## src/flash_cap_pkg.sv

```systemverilog
/*
  Shared constants and carriers for the flash component capability registers.
  Assumes a word-wide memory register port with byte offsets as listed here.
*/
package flash_cap_pkg;

  // ----------------------------------------
  // register offsets and reset values
  // ----------------------------------------
  localparam logic [7:0]  CAP0_OFS      = 8'hc4;
  localparam logic [7:0]  CAP1_OFS      = 8'hc8;
  localparam logic [7:0]  INDEX_OFS     = 8'hcc;
  localparam logic [7:0]  DATA_OFS      = 8'hd0;
  localparam logic [7:0]  REQ_OFS       = 8'hd4;
  localparam logic [31:0] CAP_RESET     = 32'h0000_2000;
  localparam logic [31:0] LOCKABLE_MASK = 32'h3fff_fffc;
  localparam logic [31:0] INDEX_MASK    = 32'h0000_fffc;
  localparam logic [31:0] WORD_ZERO     = 32'h0000_0000;

  // ----------------------------------------
  // field positions
  // ----------------------------------------
  localparam int TV_BIT         = 31;
  localparam int LOCK_BIT       = 30;
  localparam int LARGE_OK_BIT   = 29;
  localparam int SMALL_OK_BIT   = 28;
  localparam int COUNTER_BIT    = 27;
  localparam int SLEEP_BIT      = 26;
  localparam int SUSPEND_BIT    = 25;
  localparam int SOFT_RST_BIT   = 24;
  localparam int LARGE_OP_LSB   = 16;
  localparam int SMALL_OP_LSB   = 8;
  localparam int QER_LSB        = 5;
  localparam int STATUS_EN_BIT  = 4;
  localparam int STATUS_REQ_BIT = 3;
  localparam int TABLE_SEL_LSB  = 14;
  localparam int KIND_LSB       = 12;
  localparam int DW_OFS_LSB     = 2;
  localparam int TPM_BIT        = 31;
  localparam int SHARED_BIT     = 30;
  localparam int NUM_REQ        = 6;
  localparam int REQ_LSB [0:5]  = '{0, 3, 6, 9, 15, 12};

  // ----------------------------------------
  // encodings
  // ----------------------------------------
  localparam logic [7:0] PREFIX_STATUS_EN = 8'h50;
  localparam logic [7:0] PREFIX_WRITE_EN  = 8'h06;
  localparam logic [2:0] QER_NONE         = 3'h0;
  localparam logic [2:0] QER_SR2_CLEARS   = 3'h1;
  localparam logic [1:0] TABLE_COMP0      = 2'h0;
  localparam logic [1:0] TABLE_COMP1      = 2'h1;
  localparam logic [1:0] KIND_SFDP_HDR    = 2'h0;
  localparam logic [1:0] KIND_PARAM_HDR   = 2'h1;
  localparam logic [1:0] KIND_DATA        = 2'h2;
  localparam int         HDR_WORDS        = 2;
  localparam int         DATA_WORDS       = 16;
  localparam int         SLOTS            = 2 * HDR_WORDS + DATA_WORDS;
  localparam int         ADDR_W           = 27;

  // ----------------------------------------
  // carriers
  // ----------------------------------------
  // kind: 00 read, 01 write, 10 erase, 11 monotonic counter
  typedef struct packed {
    logic       active;
    logic [1:0] kind;
  } req_activity_t;

  // caps uses the capability register layout, bits 29:2
  typedef struct packed {
    logic        load;
    logic        comp;
    logic [31:0] caps;
  } cap_discovery_t;

  typedef struct packed {
    logic        write;
    logic        comp;
    logic [1:0]  kind;
    logic [9:0]  offset;
    logic [31:0] data;
  } table_fill_t;

  typedef struct packed {
    logic       large_erase_usable;
    logic       small_erase_usable;
    logic [7:0] large_erase_opcode;
    logic [7:0] small_erase_opcode;
    logic       monotonic_counter_support;
    logic       deep_sleep_support;
    logic       suspend_support;
    logic       soft_reset_support;
    logic [2:0] quad_enable_requirement;
    logic       status_write_required;
    logic [7:0] status_prefix_opcode;
    logic       status_write_two_bytes;
    logic       preserve_quad_enable_bit;
  } flash_caps_t;

endpackage : flash_cap_pkg

```

## src/flash_component_capability_regs.sv

```systemverilog
/*
  Capability register group of a serial flash controller: two component
  capability registers, the parameter table observation window and the
  requester status view, plus the capability set steering the flash engine.
  Assumes a synchronous one-word memory register port and a discovery engine
  that delivers capability loads and table words as one-cycle strobes.
*/
`timescale 1ns/1ns

module flash_component_capability_regs (
  // clock and reset
  input  wire logic                         mclk,
  input  wire logic                         nrst,
  // memory register port
  input  wire logic                         reg_sel,
  input  wire logic                         reg_write,
  input  wire logic [7:0]                   reg_addr,
  input  wire logic [31:0]                  reg_wdata,
  output logic                              reg_ack,
  output logic [31:0]                       reg_rdata,
  // discovery engine
  input  wire logic                         slave_attach_mode,
  input  wire flash_cap_pkg::cap_discovery_t discovery,
  input  wire flash_cap_pkg::table_fill_t    table_fill,
  // requester activity
  input  wire flash_cap_pkg::req_activity_t  req_activity [0:5],
  input  wire logic                         trusted_module_access_active,
  input  wire logic                         shared_bus_access_active,
  input  wire logic                         shared_bus_mode,
  // flash cycle capability lookup
  input  wire logic [26:0]                  cycle_addr,
  input  wire logic [26:0]                  comp0_size,
  output flash_cap_pkg::flash_caps_t         active_caps
);

  // ----------------------------------------
  // reset release
  // ----------------------------------------
  logic rst_meta_reg;
  logic rst_n;

  always_ff @(posedge mclk or negedge nrst) begin
    if (!nrst) begin
      rst_meta_reg <= 1'b0;
      rst_n        <= 1'b0;
    end else begin
      rst_meta_reg <= 1'b1;
      rst_n        <= rst_meta_reg;
    end
  end

  // ----------------------------------------
  // helpers
  // ----------------------------------------
  function automatic logic [31:0] cap_write(input logic [31:0] old, input logic [31:0] wdata,
                                            input logic locked);
    logic [31:0] mask;
    mask = locked ? flash_cap_pkg::WORD_ZERO : flash_cap_pkg::LOCKABLE_MASK;
    return (old & ~mask) | (wdata & mask);
  endfunction : cap_write

  function automatic logic [2:0] req_code(input flash_cap_pkg::req_activity_t r);
    return r.active ? {1'b1, r.kind} : 3'h0;
  endfunction : req_code

  function automatic logic [4:0] table_slot(input logic [1:0] kind, input logic [9:0] ofs);
    logic [4:0] slot;
    slot = 5'(ofs);
    unique case (kind)
      flash_cap_pkg::KIND_SFDP_HDR:  slot = 5'(ofs);
      flash_cap_pkg::KIND_PARAM_HDR: slot = 5'(flash_cap_pkg::HDR_WORDS) + 5'(ofs);
      default:                       slot = 5'(2 * flash_cap_pkg::HDR_WORDS) + 5'(ofs);
    endcase
    return slot;
  endfunction : table_slot

  function automatic logic slot_ok(input logic [1:0] kind, input logic [9:0] ofs);
    unique case (kind)
      flash_cap_pkg::KIND_SFDP_HDR,
      flash_cap_pkg::KIND_PARAM_HDR: return ofs < 10'(flash_cap_pkg::HDR_WORDS);
      flash_cap_pkg::KIND_DATA:      return ofs < 10'(flash_cap_pkg::DATA_WORDS);
      default:                       return 1'b0;
    endcase
  endfunction : slot_ok

  // ----------------------------------------
  // capability registers
  // ----------------------------------------
  logic [31:0] cap0_reg;
  logic [31:0] cap1_reg;
  logic        bus_wr;
  logic        disc_ok;
  logic        cap0_locked;
  logic        cap1_locked;

  assign bus_wr      = reg_sel & reg_write;
  // no discovery in slave-attached mode
  assign disc_ok     = discovery.load & ~slave_attach_mode;
  assign cap0_locked = cap0_reg[flash_cap_pkg::TV_BIT] | cap0_reg[flash_cap_pkg::LOCK_BIT];
  assign cap1_locked = cap1_reg[flash_cap_pkg::TV_BIT] | cap0_reg[flash_cap_pkg::LOCK_BIT];

  // discovery outranks a software write landing in the same cycle
  always_ff @(posedge mclk or negedge rst_n) begin
    if (!rst_n) begin
      cap0_reg <= flash_cap_pkg::CAP_RESET;
    end else if (disc_ok && !discovery.comp) begin
      cap0_reg <= (discovery.caps & flash_cap_pkg::LOCKABLE_MASK)
                | (cap0_reg & (32'(1) << flash_cap_pkg::LOCK_BIT))
                | (32'(1) << flash_cap_pkg::TV_BIT);
    end else if (bus_wr && reg_addr == flash_cap_pkg::CAP0_OFS) begin
      // lock only ever rises; other fields follow the lock state
      cap0_reg <= cap_write(cap0_reg, reg_wdata, cap0_locked)
                | ((cap0_reg | reg_wdata) & (32'(1) << flash_cap_pkg::LOCK_BIT));
    end
  end

  always_ff @(posedge mclk or negedge rst_n) begin
    if (!rst_n) begin
      cap1_reg <= flash_cap_pkg::CAP_RESET;
    end else if (disc_ok && discovery.comp) begin
      cap1_reg <= (discovery.caps & flash_cap_pkg::LOCKABLE_MASK)
                | (32'(1) << flash_cap_pkg::TV_BIT);
    end else if (bus_wr && reg_addr == flash_cap_pkg::CAP1_OFS) begin
      cap1_reg <= cap_write(cap1_reg, reg_wdata, cap1_locked);
    end
  end

  // ----------------------------------------
  // parameter table window
  // ----------------------------------------
  logic [31:0] index_reg;
  logic [31:0] table_mem [0:1][0:flash_cap_pkg::SLOTS-1];
  logic [1:0]  sel_table;
  logic [1:0]  sel_kind;
  logic [9:0]  sel_ofs;
  logic [31:0] window_word;

  always_ff @(posedge mclk or negedge rst_n) begin
    if (!rst_n) begin
      index_reg <= flash_cap_pkg::WORD_ZERO;
    end else if (bus_wr && reg_addr == flash_cap_pkg::INDEX_OFS) begin
      index_reg <= reg_wdata & flash_cap_pkg::INDEX_MASK;
    end
  end

  // table storage has no reset; the window reads an unfilled word as whatever the memory holds
  always_ff @(posedge mclk) begin
    if (table_fill.write && !slave_attach_mode && slot_ok(table_fill.kind, table_fill.offset)) begin
      table_mem[table_fill.comp][table_slot(table_fill.kind, table_fill.offset)] <= table_fill.data;
    end
  end

  assign sel_table = index_reg[flash_cap_pkg::TABLE_SEL_LSB +: 2];
  assign sel_kind  = index_reg[flash_cap_pkg::KIND_LSB +: 2];
  assign sel_ofs   = index_reg[flash_cap_pkg::DW_OFS_LSB +: 10];

  always_comb begin
    window_word = flash_cap_pkg::WORD_ZERO;
    // reserved selections and slave-attached mode read as zero
    if (!slave_attach_mode && sel_table[1] == 1'b0 && slot_ok(sel_kind, sel_ofs)) begin
      window_word = table_mem[sel_table[0]][table_slot(sel_kind, sel_ofs)];
    end
  end

  // ----------------------------------------
  // requester status
  // ----------------------------------------
  logic [31:0] req_status_reg;
  logic [31:0] req_status_next;

  always_comb begin
    req_status_next = flash_cap_pkg::WORD_ZERO;
    for (int i = 0; i < flash_cap_pkg::NUM_REQ; i++) begin
      req_status_next[flash_cap_pkg::REQ_LSB[i] +: 3] = req_code(req_activity[i]);
    end
    req_status_next[flash_cap_pkg::TPM_BIT]    = trusted_module_access_active;
    req_status_next[flash_cap_pkg::SHARED_BIT] = shared_bus_mode & shared_bus_access_active;
  end

  always_ff @(posedge mclk or negedge rst_n) begin
    if (!rst_n) begin
      req_status_reg <= flash_cap_pkg::WORD_ZERO;
    end else begin
      req_status_reg <= req_status_next;
    end
  end

  // ----------------------------------------
  // register read port
  // ----------------------------------------
  logic [31:0] read_next;

  always_comb begin
    unique case (reg_addr)
      flash_cap_pkg::CAP0_OFS:  read_next = cap0_reg;
      flash_cap_pkg::CAP1_OFS:  read_next = cap1_reg;
      flash_cap_pkg::INDEX_OFS: read_next = index_reg;
      flash_cap_pkg::DATA_OFS:  read_next = window_word;
      flash_cap_pkg::REQ_OFS:   read_next = req_status_reg;
      default:                  read_next = flash_cap_pkg::WORD_ZERO;
    endcase
  end

  // every access answers one cycle later, writes with zero data
  always_ff @(posedge mclk or negedge rst_n) begin
    if (!rst_n) begin
      reg_ack   <= 1'b0;
      reg_rdata <= flash_cap_pkg::WORD_ZERO;
    end else begin
      reg_ack   <= reg_sel;
      reg_rdata <= (reg_sel && !reg_write) ? read_next : flash_cap_pkg::WORD_ZERO;
    end
  end

  // ----------------------------------------
  // capabilities of the addressed component
  // ----------------------------------------
  logic        in_comp0;
  logic [31:0] sel_cap;

  assign in_comp0 = cycle_addr < comp0_size;
  assign sel_cap  = in_comp0 ? cap0_reg : cap1_reg;

  always_ff @(posedge mclk or negedge rst_n) begin
    if (!rst_n) begin
      active_caps <= '0;
    end else begin
      active_caps.large_erase_usable        <= sel_cap[flash_cap_pkg::LARGE_OK_BIT];
      active_caps.small_erase_usable        <= sel_cap[flash_cap_pkg::SMALL_OK_BIT];
      active_caps.large_erase_opcode        <= sel_cap[flash_cap_pkg::LARGE_OP_LSB +: 8];
      active_caps.small_erase_opcode        <= sel_cap[flash_cap_pkg::SMALL_OP_LSB +: 8];
      active_caps.monotonic_counter_support <= sel_cap[flash_cap_pkg::COUNTER_BIT];
      active_caps.deep_sleep_support        <= sel_cap[flash_cap_pkg::SLEEP_BIT];
      active_caps.soft_reset_support        <= sel_cap[flash_cap_pkg::SOFT_RST_BIT];
      // component 0 stores this flag with opposite sense
      active_caps.suspend_support           <= sel_cap[flash_cap_pkg::SUSPEND_BIT] ^ in_comp0;
      active_caps.quad_enable_requirement   <= sel_cap[flash_cap_pkg::QER_LSB +: 3];
      active_caps.status_write_two_bytes    <= sel_cap[flash_cap_pkg::QER_LSB +: 3]
                                               == flash_cap_pkg::QER_SR2_CLEARS;
      // component 0 ignores status-write settings; granularity ignored everywhere
      active_caps.status_write_required     <= ~in_comp0 & sel_cap[flash_cap_pkg::STATUS_REQ_BIT];
      active_caps.status_prefix_opcode      <= (~in_comp0 & ~sel_cap[flash_cap_pkg::STATUS_EN_BIT])
                                               ? flash_cap_pkg::PREFIX_STATUS_EN
                                               : flash_cap_pkg::PREFIX_WRITE_EN;
      active_caps.preserve_quad_enable_bit  <= ~in_comp0 & sel_cap[flash_cap_pkg::STATUS_REQ_BIT]
                                               & (sel_cap[flash_cap_pkg::QER_LSB +: 3]
                                                  != flash_cap_pkg::QER_NONE);
    end
  end

  // ----------------------------------------
  // checks
  // ----------------------------------------
  lock_sticky_a : assert property (@(posedge mclk) disable iff (!rst_n)
    cap0_reg[flash_cap_pkg::LOCK_BIT] |=> cap0_reg[flash_cap_pkg::LOCK_BIT])
    else $error("capability lock dropped");

  locked_hold_a : assert property (@(posedge mclk) disable iff (!rst_n)
    (cap0_locked && bus_wr && reg_addr == flash_cap_pkg::CAP0_OFS && !disc_ok)
    |=> (cap0_reg & flash_cap_pkg::LOCKABLE_MASK) == ($past(cap0_reg) & flash_cap_pkg::LOCKABLE_MASK))
    else $error("locked capability field changed");

  valid_set_a : assert property (@(posedge mclk) disable iff (!rst_n)
    (discovery.load && !slave_attach_mode && discovery.comp)
    |=> cap1_reg[flash_cap_pkg::TV_BIT] ##1 cap1_reg[flash_cap_pkg::TV_BIT])
    else $error("table valid not set after discovery");

  slave_window_a : assert property (@(posedge mclk) disable iff (!rst_n)
    (reg_sel && !reg_write && reg_addr == flash_cap_pkg::DATA_OFS && slave_attach_mode)
    |=> reg_ack && reg_rdata == flash_cap_pkg::WORD_ZERO)
    else $error("window not empty in slave-attached mode");

  reserved_zero_a : assert property (@(posedge mclk) disable iff (!rst_n)
    (reg_sel && !reg_write && (reg_addr == flash_cap_pkg::CAP0_OFS || reg_addr == flash_cap_pkg::INDEX_OFS))
    |=> reg_rdata[1:0] == 2'h0 ##1 !reg_ack || reg_rdata[1:0] == 2'h0)
    else $error("reserved bits read nonzero");

  idle_requester_a : assert property (@(posedge mclk) disable iff (!rst_n)
    !req_activity[4].active |=> req_status_reg[17:15] == 3'h0)
    else $error("idle requester shows activity");

  counter_code_a : assert property (@(posedge mclk) disable iff (!rst_n)
    (req_activity[5].active && req_activity[5].kind == 2'h3) |=> req_status_reg[14:12] == 3'h7)
    else $error("monotonic counter code wrong");

  suspend_sense_a : assert property (@(posedge mclk) disable iff (!rst_n)
    ($past(rst_n) && in_comp0) |=> active_caps.suspend_support != $past(cap0_reg[flash_cap_pkg::SUSPEND_BIT]))
    else $error("component 0 suspend sense not inverted");

  comp1_prefix_a : assert property (@(posedge mclk) disable iff (!rst_n)
    ($past(rst_n) && !in_comp0 && !cap1_reg[flash_cap_pkg::STATUS_EN_BIT])
    |=> active_caps.status_prefix_opcode == flash_cap_pkg::PREFIX_STATUS_EN)
    else $error("status write prefix wrong for component 1");

  ack_follow_a : assert property (@(posedge mclk) disable iff (!rst_n)
    reg_sel |=> reg_ack)
    else $error("register access not acknowledged");

  tpm_flag_a : assert property (@(posedge mclk) disable iff (!rst_n)
    trusted_module_access_active |=> req_status_reg[flash_cap_pkg::TPM_BIT])
    else $error("trusted module activity not shown");

  shared_gate_a : assert property (@(posedge mclk) disable iff (!rst_n)
    (shared_bus_access_active && !shared_bus_mode) |=> !req_status_reg[flash_cap_pkg::SHARED_BIT])
    else $error("shared bus flag shown outside shared mode");

  comp0_status_a : assert property (@(posedge mclk) disable iff (!rst_n)
    ($past(rst_n) && in_comp0)
    |=> active_caps.status_prefix_opcode == flash_cap_pkg::PREFIX_WRITE_EN
        && !active_caps.status_write_required && !active_caps.preserve_quad_enable_bit)
    else $error("component 0 status write settings not ignored");

  two_byte_a : assert property (@(posedge mclk) disable iff (!rst_n)
    ($past(rst_n) && sel_cap[flash_cap_pkg::QER_LSB +: 3] == flash_cap_pkg::QER_SR2_CLEARS)
    |=> active_caps.status_write_two_bytes)
    else $error("two-byte status write not requested");

  reserved_table_a : assert property (@(posedge mclk) disable iff (!rst_n)
    (reg_sel && !reg_write && reg_addr == flash_cap_pkg::DATA_OFS && sel_table[1])
    |=> reg_rdata == flash_cap_pkg::WORD_ZERO)
    else $error("reserved table selection not empty");

endmodule : flash_component_capability_regs

```

## config.mk

```make
export PLATFORM = sky130hd
export DESIGN_NAME = flash_component_capability_regs
export DESIGN_NICKNAME = d
export VERILOG_FILES = /design/src/flash_cap_pkg.sv /design/src/flash_component_capability_regs.sv
export SDC_FILE = /design/constraint.sdc
export NUM_CORES = 1
export LEC_CHECK = 0
export ABC_AREA = 1
export ABC_CLOCK_PERIOD_IN_PS = 5200
export BUFFER_PORTS_ARGS = -buffer_cell sky130_fd_sc_hd__buf_4
export CORE_MARGIN = 2
export CORE_UTILIZATION = 40
export DETAILED_ROUTE_END_ITERATION = 7
export PLACE_DENSITY = 0.56
export SYNTH_ARGS = -nofsm -noshare
export SYNTH_HDL_FRONTEND = slang
export SYNTH_SLANG_ARGS = --single-unit
```

## constraint.sdc

```tcl
create_clock -name mclk -period 5.2 [get_ports mclk]
set_input_delay 1.56 -clock mclk [delete_from_list [all_inputs] [get_ports mclk]]
set_output_delay 1.56 -clock mclk [all_outputs]
set_load 0.02 [all_outputs]
```

# --- After elaboration in Yosys (flattened, before gate mapping) ---
# Memories as Yosys holds them, arrays and structs flattened.
# Index checks and enable logic that the tools add are counted.
# Widths: inputs -> output; s select.
word_totals:
  reg_bits: 168
  elab_cells: 121
  n_memories: 1
  in_bits: 200
  ramBits: 1280
op_classes:
  magnitude_cmp: 8
  n_bitwise: 26
  eq_ne: 10
  reduce_logical: 21
  addsub: 4
  mux: 30
memory_table:
  columns: ["name", "depth", "word_bits", "rd", "rd_clocked_by_memory_dff", "wr", "line", "text"]
  rows:
  - ["table_mem", 2, 640, 1, 0, 1, "flash_component_capability_regs.sv:132", "logic [31:0] table_mem [0:1][0:flash_cap_pkg::SLOTS-1];"]
ops:
  columns: ["op", "count"]
  rows:
  - ["$mux 640", 1]
  - ["$mux 32", 9]
  - ["$bmux 32 s5", 1]
  - ["$demux 32 s5", 1]
  - ["$pmux 32 s5", 1]
  - ["$mux 30", 3]
  - ["$and 32x30->32", 2]
  - ["$and 32x32->32", 2]
  - ["$not 30->32", 2]
  - ["$or 32x32->32", 2]
  - ["$eq 8x8->1 const B", 5]
  - ["$or 32x31->32", 1]
  - ["$or 30x31->31", 1]
  - ["$or 31x31->31", 1]
  - ["$lt 27x27->1", 1]
  - ["$lt 10x2->1 const B", 2]
  - ["$lt 10x5->1 const B", 2]
  - ["$pmux 5 s2", 2]
  - ["$mux 3", 6]
  - ["$ge 6x6->1 const B", 2]
  - ["$not 5->6", 2]
  - ["$logic_and 1x1->1", 11]
  - ["$add 2x5->5 const A", 2]
  - ["$add 3x5->5 const A", 2]
  - ["other kinds (17)", 35]

# --- Logic depth before layout (Yosys ltp) ---
# Gate-level depths: netlist (run 1).
depth:
  word_depth: 12
  mapped_depth: 16

# --- Worst setup path before layout (run 1) ---
# No wires, ideal clock.
synth_timing:
  path_kind: "in2reg"
  start: "input port table_fill[40] in the netlist's numbering"
  end: "memory table_mem[0][32] in the netlist's numbering (enable)"
  path_slack_ns: -0.042
  cell_stages: 8
  required_time_ns: 4.739
  setup_ns: 0.461
  t_arrival_ns: 4.781
  path_cell_list: "or2_2 nor4_1 nand2_1 nor2_1 inv_1 nor2_1 inv_1 nor3_1"
synth_between:
  elab_chain_len: 5
  word_cells_on_any_way: 6
synth_lines:
  columns: ["item", "line", "text"]
  rows:
  - ["start, declared", "flash_component_capability_regs.sv:24", "input wire flash_cap_pkg::table_fill_t table_fill,"]
  - ["$lt 10x5->1 / $lt 10x2->1 (equally long branches)", "flash_component_capability_regs.sv:81, flash_component_capability_regs.sv:80", null]
  - ["$pmux 1 s2 *", "flash_component_capability_regs.sv:78", "unique case (kind)"]
  - ["$logic_and 1x1->1 *", "flash_component_capability_regs.sv:148", "if (table_fill.write && !slave_attach_mode && slot_ok(table_fill.kind, table_fill.offset)) begin"]
  - ["$mux 1 *", "flash_component_capability_regs.sv:148", null]
  - ["$mux 640 (implied by the code) *", "flash_component_capability_regs.sv:149", "table_mem[table_fill.comp][table_slot(table_fill.kind, table_fill.offset)] <= table_fill.data;"]
  - ["end, declared", "flash_component_capability_regs.sv:132", null]
# Every way passes the cells marked *; elsewhere a longest branch is shown, timed or not.

# --- Worst setup path in the final report (run 1) ---
layout_timing:
  start: "input port slave_attach_mode"
  end: "memory table_mem[1][433] in the netlist's numbering (enable)"
layout_between:
  elab_chain_len: 5
layout_lines:
  columns: ["item", "line", "text"]
  rows:
  - ["start, declared", "flash_component_capability_regs.sv:22", "input wire logic slave_attach_mode,"]
  - ["$logic_not 1->1", "flash_component_capability_regs.sv:148", null]
  - ["$logic_and 1x1->1 (2 in series)", "flash_component_capability_regs.sv:148", null]
  - ["$mux 1", "flash_component_capability_regs.sv:148", null]
  - ["$mux 640 (implied by the code)", "flash_component_capability_regs.sv:149", null]
# No other way between the ends.

==> out/metrics.yaml, run 1 <==
grt:
  grt_antenna_before_repair: 8
  grt_pass1_vias: 39783
  grt_max_degree: 219
  gr-total-overflow: 0
  gr-usage-all-layers: 0.2236
  grt_pass1_wl_mm: 262.9
place:
  place_inst: 7897
  dp_hpwl_mm: 103.8
  globalplace.congestion: 0.8850
  postPlaceCellArea_mm2: 0.06648
  port_buffers: 257
  post-place-ws_ps: 490.9
cts:
  cts.sinks: 1438
  clock_path_buffers: 3
  clkLatencyLatePin_ps: 790
  clk_pin_slew_ps: 60
  cts_max_level: 4
  hold_buffers: 0
  cts_buffers: 154
  cts_resized: 0
  cts_setup_buffers: 0
  cts_tree: "yes"
  cts_root_buffer: "clkbuf_16"
die:
  ios: 269
  initial_utilization: 0.4026
  die_y_um: 397.8
  coreArea_mm2: 0.1540
  dieArea_mm2: 0.1582
  fp-row-count: 144
  die_x_um: 397.8
route:
  vias_per_cell: 5.179
  dr_total_vias: 42315
  drtIter0Drc: 4074
  drc: 0
  detail-route-antenna-nets: 0
  drt-total-wl_mm: 178.7
  wire_per_inst_um: 21.87
  first_pass_iters: 8
timing:
  period_minus_slack_ps: 3926
  worstMarginPinSlew_ps: 1159
  finalHoldViolCount: 0
  period_share: 0.7550
  max-slew-margin-rel: 0.2275
  finalClockSkew_ps: 20.71
  fin_tns_setup_ps: 0
  setup_slack_ps: 1274
  final-setup-viol-count: 0
  rsz0062_at_grt: "false"
  whs_ps: 325.1
  fmax_mhz: 254.7
  drv_slew: 0
cells_and_area:
  nFillCells: 14087
  fin_area_mm2: 0.07117
  reg_top3: "table_mem (1280), reg_rdata (32)"
  multi_input_area_mm2: 0.01564
  final_cell_mix: "1617 x nand2_1, 1280 x edfxtp_1, 909 x nand3_1"
  layout-drive-gt1-share: 0.1274
  layout.cells.most_common: "nand2_1"
  largest_reg_flops: 1280
  final_nets: 6241
  syn2layout_area_growth_pct: 14.75
  seq_area_mm2: 0.04240
  regMostFlops: "table_mem"
  final-instance-count-excl-fill: 8171
logic_synthesis:
  syn_area_per_cell_um2: 10.68
  synth_top_family_by_area: "simple AND/OR/NAND/NOR gates"
  synth_xor_area_frac: 0.0008675
  seq_area_frac_synth: 0.6835
  ys_seq_elements: 1438
  syn_inst: 5805
  synth_simple_gate_area_share: 0.1993
  synth_compound_area_frac: 0.03807
  synthMuxAreaShare: 0.002542
  synth.distinct_cells: 47
  synth_area_mm2: 0.06202
  synth_fa_ha_area_frac: 0.006456
  ys_warn_count: 0
critical_path:
  cp.required_ps: 5640
  cp-start-kind: "primary input"
  criticalPathCategory: "primary input to flop"
  critPathArrivalTime_ps: 4360
  crit_fanout: 20
  end_kind: "flop"
power:
  p_per_area_mw_per_mm2: 343.2
  power_switching_uw: 5500
  share_seq_of_total_power: 0.519
  internal_power_uw: 18920
  clockPowerShare: 0.424
  vdd_drop_max_mv: 0.3145
  p_comb_frac: 0.056
  cellLeakagePower_uw: 0.02806
  p_sw_frac: 0.2252
outcome:
  outcome: "completed"
run:
  cap_violations: 0
min_path:
  hold_class: "flop to asynchronous set/reset pin"
power by group through the flow:
stage	combinational, uW	sequential, uW	clock, uW
2_1_floorplan	654	12900	0
3_3_place_gp	1370	12900	0
3_5_place_dp	1380	12900	0
4_1_cts	1390	12700	10500
5_1_grt	1500	12700	11000
6_report	1380	12700	10400
layout make-up:
type,instances,area share
sequential,1438,0.5958
antenna,4,0.0001406
clock inverter,77,0.008403
multi-input combinational,3369,0.2197
tap,2044,0.03593
clock buffer,193,0.05738
timing repair buffer,379,0.04701
inverter,667,0.03558
stage by stage:
stage	utilization	total power (uW)
floorplan	-	13600
global placement	0.4315	14290
detailed placement	0.4315	14310
CTS	0.4619	24610
global route	0.4620	25150
finish	0.4620	24420
cells by family (layout without fill, tap and decap cells):
kind of cell | after synthesis | count (layout)
AO/OA/AOI/OAI | 445 | 445
XOR/XNOR | 4 | 4
adder cells (fa/ha/maj) | 32 | 32
buffers and inverters | 1001 | 1316
flip-flops | 1438 | 1438
multiplexers | 14 | 14
other | 2 | 9
AND/OR/NAND/NOR | 2869 | 2869
worst paths after layout:
| kind | from | end | slack (ps) | cells past startpoint |
|---|---|---|---|---|
| max | slave_attach_mode | table_mem[1][433] | 1270 | 11 |
| min | rst_n | active_caps[35] | 330 | 0 |
| max reg2reg | index_reg[4] | reg_rdata[0] | 1560 | 10 |
| min reg2reg | rst_n | active_caps[35] | 330 | 0 |
| max in group asynchronous | rst_n | index_reg[14] | 3520 | 1 |
| min in group mclk | rst_meta_reg | rst_n | 360 | 0 |
Yosys cell counts, drive strengths merged:
cell type | count | area (um^2)
nand3 | 911 | 4564
edfxtp | 1280 | 38440
nor4 | 2 | 12.51
buf | 247 | 1450
nand3b | 3 | 26.27
nand4 | 8 | 50.05
clkbuf | 87 | 327.8
a211oi | 3 | 22.52
ha | 32 | 400.4
o22ai | 12 | 75.07
o21a | 3 | 22.52
conb | 2 | 7.510
nor3 | 31 | 155.2
o211ai | 16 | 120.1
clkinv | 1 | 3.750
dfstp | 2 | 52.55
a21o | 2 | 15.01
nor2b | 1 | 6.260
o31ai | 1 | 7.510
or2 | 119 | 744.5
a21oi | 83 | 415.4
o21ai | 310 | 1551
dfrtp | 156 | 3904
inv | 666 | 2507
nand2 | 1620 | 6088
nor3b | 7 | 77.57
xor2 | 4 | 53.81
a221oi | 3 | 26.28
nor2 | 167 | 634.4
o221ai | 12 | 105.1
mux2 | 14 | 157.7
routing by layer:
layer  vias to the layer above  part of all wire  track usage
met5                         -          0.000067            0
met4                         2             0.030      0.07495
met3                       266             0.060      0.03068
met2                      1380              0.48       0.3667
met1                     20822              0.43       0.3059
li1                      19845                 -            -
critical path, cell delays in order:
cell and delay, ps:
buf_4 120, inv_1 400, nand4_1 150, nor4_1 410, nand2_1 100, nor2_1 220
inv_1 90, nor2_1 310, inv_1 250, nor3_2 280, buf_4 430
No activity file was read; power rests on OpenSTA's default activity.
==> inputs of run 2 (changes only) <==
--- a/config.mk
+++ b/config.mk
@@ -5,8 +5,8 @@
 export SDC_FILE = /design/constraint.sdc
 export NUM_CORES = 1
 export LEC_CHECK = 0
-export ABC_AREA = 1
-export ABC_CLOCK_PERIOD_IN_PS = 5200
+export ABC_AREA = 0
+export ABC_CLOCK_PERIOD_IN_PS = 3900
 export BUFFER_PORTS_ARGS = -buffer_cell sky130_fd_sc_hd__buf_4
 export CORE_MARGIN = 2
 export CORE_UTILIZATION = 40
==> constraint.sdc (replaced) <==
create_clock -name mclk -period 3.9 [get_ports mclk]
set_input_delay 1.17 -clock mclk [delete_from_list [all_inputs] [get_ports mclk]]
set_output_delay 1.17 -clock mclk [all_outputs]
set_load 0.02 [all_outputs]
==> run 2 against run 1 <==
Sequential share of layout area rose by 3.1 points. Sequential power rose by 35%. Flip-flop and latch count did not move. Register-to-register slack got worse by 930 ps. Cell count fell by 35%. Global-route usage fell by 1.9 points. Die area fell by 8.0%. Clock power rose by 36%. Critical endpoint is now reg_rdata[27]. Highest routed layer unchanged.
==> out/metrics.yaml, run 2 <==
logic_synthesis:
  ys_async_sr_fraction: 0.1099
  synth.distinct_cells: 67
  ys_seq_elements: 1438
  synth_area_mm2: 0.05700
  synth.area.top_cells: "edfxtp_1 67%, mux4_2 13%, dfrtp_1 6.8%, mux2i_1 2.1%, nand2_1 1.4%"
  syn_inst: 2918
  syn_area_per_cell_um2: 19.54
  ys_warn_count: 0
  yosysTopAreaCellShare: 0.6743
  synth_edf_count: 1280
  synth_flop_cell: "edfxtp_1"
  synth_top_area_cell: "edfxtp_1"
  seq_area_frac_synth: 0.7437
  synth_most_common_cell: "edfxtp_1"
  synth.top_cells.by_count: "1280 x edfxtp_1, 323 x mux4_2, 219 x nand2_1"
outcome:
  outcome: "completed"
critical_path:
  crit_fanout: 33
  startpoint: "index_reg[13]"
  cp-start-kind: "flop"
  critPathArrivalTime_ps: 3910
  reg2reg_from: "index_reg[13]"
  end_kind: "flop"
  ff2ff_path_depth: 8
  criticalPathCategory: "flop to flop"
  r2r-end: "reg_rdata[27]"
  crit_end: "reg_rdata[27]"
  cp.required_ps: 4540
  rrSetupSlack_ps: 630
die:
  ios: 269
  die_y_um: 381.5
  coreArea_mm2: 0.1416
  initial_utilization: 0.4026
  die_x_um: 381.5
  dieArea_mm2: 0.1455
  fp-row-count: 138
cts:
  hold_buffers: 0
  clk_pin_slew_ps: 60
  clock_path_buffers: 3
  cts_setup_buffers: 0
  cts_resized: 0
  clkLatencyLatePin_ps: 770
  cts_tree: "yes"
  cts_root_buffer: "clkbuf_16"
  cts_buffers: 148
  cts.sinks: 1438
  cts_max_level: 4
route:
  dr_total_vias: 29807
  drt-total-wl_mm: 148.2
  vias_per_cell: 5.573
  drtIter0Drc: 2803
  wire_per_inst_um: 27.71
  drc: 0
  detail-route-antenna-nets: 0
  first_pass_iters: 5
place:
  port_buffers: 257
  dp_hpwl_mm: 95.84
  globalplace.congestion: 0.9074
timing:
  rsz0062_at_grt: "false"
  worstMarginPinSlew_ps: 1045
  period_share: 0.8384
  max-slew-margin-rel: 0.2981
  period_minus_slack_ps: 3270
  whs_ps: 187.7
  fmax_mhz: 305.8
  finalClockSkew_ps: 21.30
  finalHoldViolCount: 0
  drv_slew: 0
  final-setup-viol-count: 0
cells_and_area:
  regMostFlops: "table_mem"
  final_cell_mix: "1280 x edfxtp_1, 369 x buf_4, 323 x mux4_2"
  reg_top3: "table_mem (1280), reg_rdata (32)"
  final_nets: 3568
  layout.cells.most_common: "edfxtp_1"
  largest_reg_flops: 1280
  syn2layout_area_growth_pct: 18.72
  layout-drive-gt1-share: 0.3157
grt:
  grt_antenna_before_repair: 9
  gr-usage-all-layers: 0.2041
  grt_max_degree: 86
  grt_pass1_wl_mm: 216.2
  gr-total-overflow: 0
  grt_pass1_vias: 30940
power:
  p_total_uw: 33290
  cellLeakagePower_uw: 0.02297
  p_per_area_mw_per_mm2: 491.9
  vdd_drop_max_mv: 0.4137
run:
  cap_violations: 0
min_path:
  hold_class: "primary input to asynchronous set/reset pin"
run 2: stage by stage:
stage          instance area, um^2  worst slack (ps)  setup TNS, ps    util  instances
3_3_place_gp                 62800             111.8              0  0.4435       5076
2_1_floorplan                57020            -98.47         -72680       -       2921
6_report                     67680             630.0              0  0.4780       5348
5_1_grt                      67670             498.5              0  0.4780       5346
3_5_place_dp                 62800             71.73              0  0.4435       5076
4_1_cts                      67660             597.9              0  0.4779       5343
run 2: where the power goes:
group / switching, uW / internal (uW) / total [uW]
clock network: 5760 / 8360 / 14100
registers: 130 / 16900 / 17100
logic: 1290 / 810 / 2100
run 2: area by class of cell:
class,instances,area [um^2]
Tap cell,1890,2365
Sequential cell,1438,42400
Inverter,36,135.1
Fill cell,11715,73910
Timing Repair Buffer,428,3951
Multi-Input combinational cell,1284,13940
Antenna cell,5,12.51
Clock buffer,197,4043
Clock inverter,70,825.8
run 2: kinds of logic (layout without fill, tap and decap cells):
| logic type | after synthesis | in the layout | synth area share |
|---|---|---|---|
| DFF | 1438 | 1438 | 0.7437 |
| muxes | 510 | 510 | 0.1619 |
| and+or+nand+nor | 451 | 451 | 0.03641 |
| AOI/OAI and AO/OA | 279 | 279 | 0.03121 |
| buffers and inverters | 199 | 731 | 0.01822 |
| adders and majority gates | 32 | 32 | 0.007024 |
| xor gates and xnor gates | 7 | 7 | 0.001405 |
| other | 2 | 10 | 0.0001317 |
run 2: how the worst min path moves through the flow:
stage                             from    end  depth (start not counted)
after floorplan           rst_meta_reg  rst_n                          0
after CTS                         nrst  rst_n                          1
final                             nrst  rst_n                          1
after global routing              nrst  rst_n                          1
after global placement    rst_meta_reg  rst_n                          0
after detailed placement  rst_meta_reg  rst_n                          0
run 2: worst max-delay path: stages, from the launching register on:
cell      delay (ps)
dfrtp_1          540
nor2b_4          320
xor2_4           640
buf_12           280
buf_12           250
mux4_2           340
mux2i_1          250
o221ai_1         280
o311a_1          210
run 2: routing by layer:
layer	GRT usage	wire length, um	up-vias
met2	0.3245	70660	1066
met3	0.05297	11360	194
met5	0	34	-
met1	0.2795	62850	15861
li1	-	-	12680
met4	0.05599	3313	6
